==> config.mk <==
export PLATFORM = sky130hd
export DESIGN_NAME = card_pwr_ctl
export DESIGN_NICKNAME = d
export VERILOG_FILES = /design/src/card_pwr_pkg.sv /design/src/card_pwr_ctl.sv /design/src/slot_decode.sv /design/src/sync2.sv
export SDC_FILE = /design/constraint.sdc
export NUM_CORES = 1
export LEC_CHECK = 0
export ABC_AREA = 0
export BUFFER_PORTS_ARGS = -buffer_cell sky130_fd_sc_hd__buf_4
export CAP_MARGIN = 20
export CORE_MARGIN = 2
export CORE_UTILIZATION = 48
export CTS_CLUSTER_DIAMETER = 200
export DETAILED_ROUTE_END_ITERATION = 10
export PLACE_DENSITY = 0.73
export SLEW_MARGIN = 20
export SYNTH_ARGS = -nofsm -noshare
export SYNTH_HDL_FRONTEND = slang
export SYNTH_SLANG_ARGS = --single-unit
==> constraint.sdc <==
create_clock -name clk_i -period 3.4 [get_ports clk_i]
set_input_delay 0.17 -clock clk_i [delete_from_list [all_inputs] [get_ports clk_i]]
set_output_delay 0.17 -clock clk_i [all_outputs]
set_load 0.005 [all_outputs]
==> src/card_pwr_pkg.sv <==
// Shared constants and types of the dual-slot card power control block
package card_pwr_pkg;

    // ------------------------------------------------------------
    // Control word layout
    // ------------------------------------------------------------
    localparam int WORD_W               = 9;
    localparam int SLOT_A_PROG_VOLT_SEL = 0;
    localparam int SLOT_A_VPP_VCC_BIT   = 1;
    localparam int SLOT_A_VCC_3V_BIT    = 2;
    localparam int SLOT_A_VCC_5V_BIT    = 3;
    localparam int SLOT_B_PROG_VOLT_SEL = 4;
    localparam int SLOT_B_VPP_VCC_BIT   = 5;
    localparam int SLOT_B_VCC_5V_BIT    = 6;
    localparam int SLOT_B_VCC_3V_BIT    = 7;
    localparam int POWER_DOWN_N_BIT     = 8;
    localparam logic [WORD_W-1:0] WORD_RST = 9'h000;

    // ------------------------------------------------------------
    // Sense inputs, one per power output
    // ------------------------------------------------------------
    localparam int OUT_NUM   = 4;
    localparam int OUT_A_VCC = 0;
    localparam int OUT_A_VPP = 1;
    localparam int OUT_B_VCC = 2;
    localparam int OUT_B_VPP = 3;

    // ------------------------------------------------------------
    // Register port
    // ------------------------------------------------------------
    localparam int ADDR_W = 4;
    localparam int DATA_W = 16;
    localparam logic [ADDR_W-1:0] REG_STATUS  = 4'h0;
    localparam logic [ADDR_W-1:0] REG_CLEAR   = 4'h1;
    localparam logic [ADDR_W-1:0] REG_ENABLE  = 4'h2;
    localparam logic [ADDR_W-1:0] REG_WORD    = 4'h3;
    localparam logic [ADDR_W-1:0] REG_LIVE    = 4'h4;

    // Event bits of status, clear and enable
    localparam int EVT_W         = 4;
    localparam int EVT_LATCHED   = 0;
    localparam int EVT_OVERCUR   = 1;
    localparam int EVT_THERM_ON  = 2;
    localparam int EVT_THERM_OFF = 3;
    localparam logic [EVT_W-1:0] ENABLE_RST = 4'h0;

    // ------------------------------------------------------------
    // Output states
    // ------------------------------------------------------------
    typedef enum logic [1:0] {VCC_GND, VCC_3V, VCC_5V, VCC_HIZ} vcc_state_e;
    typedef enum logic [1:0] {VPP_GND, VPP_VCC, VPP_12V, VPP_HIZ} vpp_state_e;

endpackage : card_pwr_pkg

==> src/card_pwr_ctl.sv <==
// Serial control, protection and status logic of a dual-slot card power switch
//
// The address-and-strobe port and the register offsets are this design's own decisions.
module card_pwr_ctl
    import card_pwr_pkg::*;
(
    input  wire logic              clk_i,
    input  wire logic              sys_rst_i,
    input  wire logic              ser_data_i,
    input  wire logic              ser_clk_i,
    input  wire logic              ser_latch_i,
    input  wire logic [OUT_NUM-1:0] over_cur_i,
    input  wire logic              thermal_trip_i,
    input  wire logic [ADDR_W-1:0] reg_addr_i,
    input  wire logic [DATA_W-1:0] reg_wdata_i,
    input  wire logic              reg_wr_i,
    input  wire logic              reg_rd_i,
    output logic      [DATA_W-1:0] reg_rdata_o,
    output vcc_state_e             slot_a_card_power_out_o,
    output vpp_state_e             slot_a_prog_power_out_o,
    output vcc_state_e             slot_b_card_power_out_o,
    output vpp_state_e             slot_b_prog_power_out_o,
    output logic      [OUT_NUM-1:0] cur_limit_o,
    output logic                   overcurrent_flag_n_o,
    output logic                   low_power_o,
    output logic                   irq_o
);

    // ------------------------------------------------------------
    // Input synchronisers
    // ------------------------------------------------------------
    localparam int SYNC_W = 3 + OUT_NUM + 1;

    logic [SYNC_W-1:0] sync_s;
    logic              data_s;
    logic              sclk_s;
    logic              latch_s;
    logic [OUT_NUM-1:0] over_cur_s;
    logic              therm_s;

    sync2 #(
        .WIDTH (SYNC_W)
    ) u_sync (
        .clk_i     (clk_i),
        .sys_rst_i (sys_rst_i),
        .async_i   ({thermal_trip_i, over_cur_i, ser_latch_i, ser_clk_i, ser_data_i}),
        .sync_o    (sync_s)
    );

    assign data_s  = sync_s[0];
    assign sclk_s  = sync_s[1];
    assign latch_s = sync_s[2];
    assign over_cur_s = sync_s[3 +: OUT_NUM];
    assign therm_s = sync_s[SYNC_W-1];

    // ------------------------------------------------------------
    // State
    // ------------------------------------------------------------
    typedef struct packed {
        logic               sclk_prev;
        logic               latch_prev;
        logic               therm_prev;
        logic               over_cur_prev;
        logic [WORD_W-1:0]  shift;
        logic [WORD_W-1:0]  word;
        vcc_state_e         a_vcc;
        vpp_state_e         a_vpp;
        vcc_state_e         b_vcc;
        vpp_state_e         b_vpp;
        logic [OUT_NUM-1:0] cur_limit;
        logic               flag_n;
        logic               low_power;
        logic [EVT_W-1:0]   status;
        logic [EVT_W-1:0]   enable;
        logic               irq;
        logic [DATA_W-1:0]  rdata;
    } state_s;

    state_s q;
    state_s d;

    // ------------------------------------------------------------
    // Output decode
    // ------------------------------------------------------------
    logic       off;
    vcc_state_e a_vcc_dec;
    vpp_state_e a_vpp_dec;
    vcc_state_e b_vcc_dec;
    vpp_state_e b_vpp_dec;

    // Thermal trip and shutdown both float every output of both slots
    assign off = !q.word[POWER_DOWN_N_BIT] || therm_s;

    slot_decode u_slot_a (
        .off_i      (off),
        .vcc_3v_i   (q.word[SLOT_A_VCC_3V_BIT]),
        .vcc_5v_i   (q.word[SLOT_A_VCC_5V_BIT]),
        .vpp_prog_i (q.word[SLOT_A_PROG_VOLT_SEL]),
        .vpp_vcc_i  (q.word[SLOT_A_VPP_VCC_BIT]),
        .vcc_o      (a_vcc_dec),
        .vpp_o      (a_vpp_dec)
    );

    slot_decode u_slot_b (
        .off_i      (off),
        .vcc_3v_i   (q.word[SLOT_B_VCC_3V_BIT]),
        .vcc_5v_i   (q.word[SLOT_B_VCC_5V_BIT]),
        .vpp_prog_i (q.word[SLOT_B_PROG_VOLT_SEL]),
        .vpp_vcc_i  (q.word[SLOT_B_VPP_VCC_BIT]),
        .vcc_o      (b_vcc_dec),
        .vpp_o      (b_vpp_dec)
    );

    // ------------------------------------------------------------
    // Next state
    // ------------------------------------------------------------
    logic             sclk_rise;
    logic             latch_rise;
    logic [EVT_W-1:0] events;

    always_comb begin
        sclk_rise  = sclk_s && !q.sclk_prev;
        latch_rise = latch_s && !q.latch_prev;

        events                = '0;
        events[EVT_LATCHED]   = latch_rise;
        events[EVT_OVERCUR]   = (|over_cur_s) && !q.over_cur_prev;
        events[EVT_THERM_ON]  = therm_s && !q.therm_prev;
        events[EVT_THERM_OFF] = !therm_s && q.therm_prev;

        d             = q;
        d.sclk_prev   = sclk_s;
        d.latch_prev  = latch_s;
        d.therm_prev  = therm_s;
        d.over_cur_prev = |over_cur_s;

        // First of the last WORD_W bits shifted in ends up in the top bit; earlier bits are shifted out
        if (sclk_rise) begin
            d.shift = {q.shift[WORD_W-2:0], data_s};
        end
        // A clock rise in the same cycle is not folded in; the controller keeps them apart
        if (latch_rise) begin
            d.word = q.shift;
        end

        d.a_vcc = a_vcc_dec;
        d.a_vpp = a_vpp_dec;
        d.b_vcc = b_vcc_dec;
        d.b_vpp = b_vpp_dec;

        // Limiting never changes the commanded state, only clamps the sensed output
        d.cur_limit = off ? '0 : over_cur_s;
        d.flag_n    = !(|over_cur_s);
        d.low_power = !q.word[POWER_DOWN_N_BIT];

        // Set wins over a clear in the same cycle
        d.status = q.status;
        if (reg_wr_i && reg_addr_i == REG_CLEAR) begin
            d.status = q.status & ~reg_wdata_i[EVT_W-1:0];
        end
        d.status = d.status | events;
        if (reg_wr_i && reg_addr_i == REG_ENABLE) begin
            d.enable = reg_wdata_i[EVT_W-1:0];
        end
        d.irq = |(q.status & q.enable);

        d.rdata = '0;
        if (reg_rd_i) begin
            unique case (reg_addr_i)
                REG_STATUS: d.rdata = {{(DATA_W-EVT_W){1'b0}}, q.status};
                REG_ENABLE: d.rdata = {{(DATA_W-EVT_W){1'b0}}, q.enable};
                REG_WORD:   d.rdata = {{(DATA_W-WORD_W){1'b0}}, q.word};
                REG_LIVE:   d.rdata = {{(DATA_W-OUT_NUM-2){1'b0}}, off, therm_s, over_cur_s};
                default:    d.rdata = '0;
            endcase
        end
    end

    always_ff @(posedge clk_i) begin
        if (sys_rst_i) begin
            q           <= '0;
            q.word      <= WORD_RST;
            q.a_vcc     <= VCC_HIZ;
            q.a_vpp     <= VPP_HIZ;
            q.b_vcc     <= VCC_HIZ;
            q.b_vpp     <= VPP_HIZ;
            q.flag_n    <= 1'b1;
            q.low_power <= 1'b1;
            q.enable    <= ENABLE_RST;
        end else begin
            q <= d;
        end
    end

    assign reg_rdata_o             = q.rdata;
    assign slot_a_card_power_out_o = q.a_vcc;
    assign slot_a_prog_power_out_o = q.a_vpp;
    assign slot_b_card_power_out_o = q.b_vcc;
    assign slot_b_prog_power_out_o = q.b_vpp;
    assign cur_limit_o             = q.cur_limit;
    assign overcurrent_flag_n_o    = q.flag_n;
    assign low_power_o             = q.low_power;
    assign irq_o                   = q.irq;
endmodule : card_pwr_ctl

==> src/slot_decode.sv <==
// Combinational decode of one slot's control bits into output states
module slot_decode
    import card_pwr_pkg::*;
(
    input  wire logic       off_i,
    input  wire logic       vcc_3v_i,
    input  wire logic       vcc_5v_i,
    input  wire logic       vpp_prog_i,
    input  wire logic       vpp_vcc_i,
    output vcc_state_e      vcc_o,
    output vpp_state_e      vpp_o
);
    always_comb begin
        if (off_i) begin
            vcc_o = VCC_HIZ;
            vpp_o = VPP_HIZ;
        end else begin
            // Both select bits set falls back to ground, never to a voltage
            unique case ({vcc_5v_i, vcc_3v_i})
                2'b01:   vcc_o = VCC_3V;
                2'b10:   vcc_o = VCC_5V;
                default: vcc_o = VCC_GND;
            endcase
            unique case ({vpp_prog_i, vpp_vcc_i})
                2'b00:   vpp_o = VPP_GND;
                2'b01:   vpp_o = VPP_VCC;
                2'b10:   vpp_o = VPP_12V;
                default: vpp_o = VPP_HIZ;
            endcase
        end
    end

endmodule : slot_decode

==> src/sync2.sv <==
// Two-flop synchroniser for a group of asynchronous levels
module sync2 #(
    parameter int WIDTH = 1
) (
    input  wire logic             clk_i,
    input  wire logic             sys_rst_i,
    input  wire logic [WIDTH-1:0] async_i,
    output logic      [WIDTH-1:0] sync_o
);
    typedef struct packed {
        logic [WIDTH-1:0] first;
        logic [WIDTH-1:0] second;
    } sync_s;

    sync_s q;
    sync_s d;

    always_comb begin
        d.first  = async_i;
        d.second = q.first;
    end

    always_ff @(posedge clk_i) begin
        if (sys_rst_i) begin
            q <= '0;
        end else begin
            q <= d;
        end
    end

    assign sync_o = q.second;

endmodule : sync2

# Word-level counts from Yosys, hierarchy flattened
# Cells that the tools add are included.
word_totals:
  reg_bits: 77
  input_bits: 32
  out_inout_bits: 31
  elab_cells: 64
op_classes:
  n_eq_ne: 12
  muxes: 6
  n_bitwise: 5
  reduce_logical: 22
ops:
  columns: ["op", "n"]
  rows:
  - ["case mux 9 bit (4 select lines)", 1]
  - ["case mux 2 bit (3 select lines)", 2]
  - ["bitwise AND 4 bit", 2]
  - ["equality test 2 x 1 -> 1 bit, second input constant", 4]
  - ["equality test 2 bit, second input constant", 4]
  - ["equality test 4 x 2 -> 1 bit, second input constant", 2]
  - ["case mux 2 bit (2 select lines)", 2]
  - ["OR reduction 4 bit", 2]
  - ["logical AND 1 bit", 7]
  - ["zero test 1 bit", 7]
  - ["equality test 4 x 1 -> 1 bit, second input constant", 1]
  - ["equality test 4 x 3 -> 1 bit, second input constant", 1]
  - ["zero test 2 bit", 2]
  - ["zero test 4 bit", 1]
  - ["two-way mux 4 bit", 1]
  - ["NOT 4 bit", 1]
  - ["bitwise OR 4 bit", 1]
  - ["OR reduction 2 bit", 2]
  - ["logical OR 1 bit", 1]
  - ["NOT 1 bit", 1]

# Longest topological paths before layout
logic_depth:
  depth_word: 4
  mapped_depth: 4
  depth_no_buf: 3

# By module
# Synthesis repeated with hierarchy kept, for this count alone.
unflattened:
  cells_unflattened: 272
  hier_area_um2: 2653.8
modules_own_cells:
  columns: ["mod", "n_inst", "cells_each", "area_per_inst_um2", "seq_area_each_um2"]
  rows:
  - ["card_pwr_ctl", 1, 229, 2127.0, 1081.0]
  - ["sync2", 1, 33, 464.2, 320.3]
  - ["slot_decode", 2, 5, 31.3, 0.0]

# Least setup slack after synthesis
# No wires, ideal clock.
synth_timing:
  path_type: "input to register"
  startpoint: "input port reg_addr_i[2]"
  endpoint: "register q[17] (netlist name)"
  setup_ns: 0.072
  arrival_time_ns: 1.168
  path_slack_ns: 2.160
  stages: 4
  cell_sequence: "buf_6 -> or3b_4 -> nor3b_4 -> mux2i_1"
synth_between:
  elab_chain_cells: 2
synth_lines:
  columns: ["element", "line", "source"]
  rows:
  - ["from (decl)", "card_pwr_ctl.sv:14", "input wire logic [ADDR_W-1:0] reg_addr_i,"]
  - ["equality test 4 x 2 -> 1 bit", "card_pwr_ctl.sv:162", "if (reg_wr_i && reg_addr_i == REG_ENABLE) begin"]
  - ["logical AND 1 bit", "card_pwr_ctl.sv:162", null]
  - ["to (decl)", "card_pwr_ctl.sv:79", "state_s q;"]
# No other way between the ends.
# A chain may end at the register's enable or synchronous reset.

# Worst setup path in the final report
layout_timing:
  startpoint: "register q[47] (netlist name)"
  endpoint: "register q (netlist bit slot_b_card_power_out_o[1])"
layout_between:
  elab_chain_cells: 3
layout_lines:
  columns: ["element", "line", "source"]
  rows:
  - ["zero test 1 bit", "card_pwr_ctl.sv:92", "assign off = !q.word[POWER_DOWN_N_BIT] || therm_s;"]
  - ["logical OR 1 bit", "card_pwr_ctl.sv:92", null]
  - ["OR reduction 2 bit (no line)", null, null]
# No other way between the ends.

==> impl_metrics.toml <==
[routing]
avgViaCountPerCell = 4.706
drtAntennaViolNets = 0
vias = 1727
drtPass1Iterations = 4
drc_errors = 0
wirelength_um = 4333
drt_first_iter_violations = 63
wl_per_cell_um = 11.81

[sta]
setup_viol = 0
drv_slew = 0
fmax_ghz = 0.8199
min_period_over_period = 0.3587
setup_ws_ns = 2.180
rsz0062_at_grt = "false"
skew_ns = 0.004021
holdWs_ns = 0.03778
period_needed_ns = 1.220
hold_violations = 0
max_slew_margin = 0.6310
worst_slew_pin_slew_ns = 0.5524
finalSetupTns_ns = 0

[die]
rows = 26
core_mm2 = 0.005140
start_util = 0.5017
ios = 63
die_w_um = 77.30
die_h_um = 77.30
die_area_mm2 = 0.005975

[clock_tree]
hold_buffers = 0
cts-root-buf = "clkbuf_8"
clock_path_buffers = 2
cts_setup_buffers = 0
numCtsBuffers = 9
cts_sinks = 70
tritoncts = "built"
path_clk_slew_ns = 0.07
cts_resized = 0
clk_latency_ns = 0.33
h-tree-depth = 3

[critical_path]
cp_num_buf_inv = 0
path_cells = "nand2b_1 > nor2_1 > o21ai_0"
worstSetupStartpoint = "q[47]$_SDFFE_PP0P_"
regToRegStartpoint = "q[47]$_SDFFE_PP0P_"
slowest_delay_ns = 0.40
crit_arrival_ns = 1.41
crit_required_ns = 3.59
critPathLaunchType = "flop"
path_max_fanout = 8
critPathCaptureType = "flop"
crit_family = "simple AND/OR/NAND/NOR gates"
cp_slowest_cell = "nor2_1"
worst-setup-path-type = "flop to flop"

[logic_synthesis]
async_reset_ff_frac = 0
netlist_area_mm2 = 0.002579
ys_seq_area_frac = 0.5434
yosysWarnings = 0
ys_types = 33
synthCells = 271
synth_seq_cells = 70
avgSynthCellArea_um2 = 9.516
ys.flop_type = "dfxtp_1"
synth_edf_count = 0

[grt]
use_met2 = 0.2365
grtUsageMet1 = 0.1812
grt_pass1_vias = 1590
antenna_found_initial = 0
grt_pass1_wl_um = 7072
grt_max_degree = 42
track_usage = 0.1548
busiest_layer = "met2"
met3_usage = 0.04706
gr-total-overflow = 0

[place]
post-place-cells = 351
dpl.hpwl_um = 2984
buffer_ports.inserted = 43
gp_congestion = 0.8971
detailedPlace.worstSlack_ns = 1.883

[hold_path]
hp-class = "input port to flop"
hold_start = "reg_wdata_i[0]"

[power_and_ir_drop]
ir_worst_vdd_mv = 0.2161
p_leak_nw = 1.165
p_per_area_mw_per_mm2 = 531.8

[outcome]
status = "complete, no violations"

[finish]
area_growth_pct = 14.46
final_cells = 367
mostFrequentLayoutCell = "dfxtp_1"
drive_above_1_share = 0.2121
final_cell_mix = "70 x dfxtp_1, 45 x nand2_1, 43 x buf_4"
nets = 324
antennaDiodeCount = 0
regArea_mm2 = 0.001401
nFillCells = 491
multiInputGateArea_um2 = 902.1

[flow_run]
cap_violations = 0
## synthesized netlist by cell type (all sizes together) (2+ instances only)
| library cell | number | area share |
|---|---|---|
| or3 | 5 | 0.012 |
| dfxtp | 70 | 0.54 |
| nor2 | 8 | 0.012 |
| nor3b | 3 | 0.013 |
| buf | 32 | 0.091 |
| and2 | 4 | 0.0097 |
| nand2 | 45 | 0.066 |
| a22oi | 2 | 0.0058 |
| inv | 10 | 0.015 |
| a21oi | 21 | 0.041 |
| or3b | 2 | 0.0078 |
| mux2i | 12 | 0.047 |
| nand2b | 6 | 0.015 |
| clkbuf | 7 | 0.010 |
| a32oi | 2 | 0.0068 |
| o311ai | 2 | 0.0068 |
| o21ai | 7 | 0.014 |
| nor2b | 20 | 0.049 |
| o22a | 4 | 0.014 |
## flip-flops by register name (all words and copies together), names as in the netlist, 2 cells and up
register	cells
u_sync.d	8
slot_b_prog_power_out_o	2
slot_a_prog_power_out_o	2
slot_a_card_power_out_o	2
q	30
slot_b_card_power_out_o	2
cur_limit_o	4
reg_rdata_o	9
u_sync.sync_o	8
## stage by stage
step	util	power, mW	area (um2)
after floorplan	-	0.9105	2601
after global placement	0.5353	0.9318	2751
after detailed placement	0.5353	0.9328	2751
after CTS	0.5742	1.587	2952
after global routing	0.5742	1.633	2952
final	0.5742	1.570	2952
## kinds of logic (layout without fill, tap and decap cells)
| logic type | after synthesis | in the layout | share of synthesized area |
|---|---|---|---|
| simple gates | 99 | 99 | 0.2004 |
| compound gates | 40 | 40 | 0.09267 |
| mux | 12 | 12 | 0.04658 |
| other cells | 1 | 7 | 0.001454 |
| flops | 70 | 70 | 0.5434 |
| buf+inv | 49 | 69 | 0.1155 |
## per-layer routing
metal	routed length, um	part of all wire
met1	1939	0.45
met2	2003	0.46
met3	251	0.058
met4	138	0.032
met5	0	0
## final timing paths
kind | end | slack [ns] | depth (start not counted)
worst max-delay path | slot_b_card_power_out_o[1]$_SDFF_PP1_ | 2.18 | 3
worst min-delay path | q[21]$_SDFF_PP0_ | 0.04 | 2
worst max register to register | slot_b_card_power_out_o[1]$_SDFF_PP1_ | 2.18 | 3
worst min register to register | q[22]$_SDFF_PP0_ | 0.43 | 1
## area by class of cell
type	instances	share of cell area
Inverter	10	0.01272
Tap cell	70	0.02967
Timing Repair Buffer	43	0.1094
Clock inverter	4	0.01526
Sequential cell	70	0.4748
Clock buffer	12	0.05256
Multi-Input combinational cell	158	0.3056
## power by group
part	internal (mW)	switching [mW]	leakage (nW)
clock network	0.375	0.280	0.106
logic	0.0332	0.0371	0.490
registers	0.836	0.00840	0.569
total	1.24	0.325	1.17
Power figures use the tool's default switching activity.
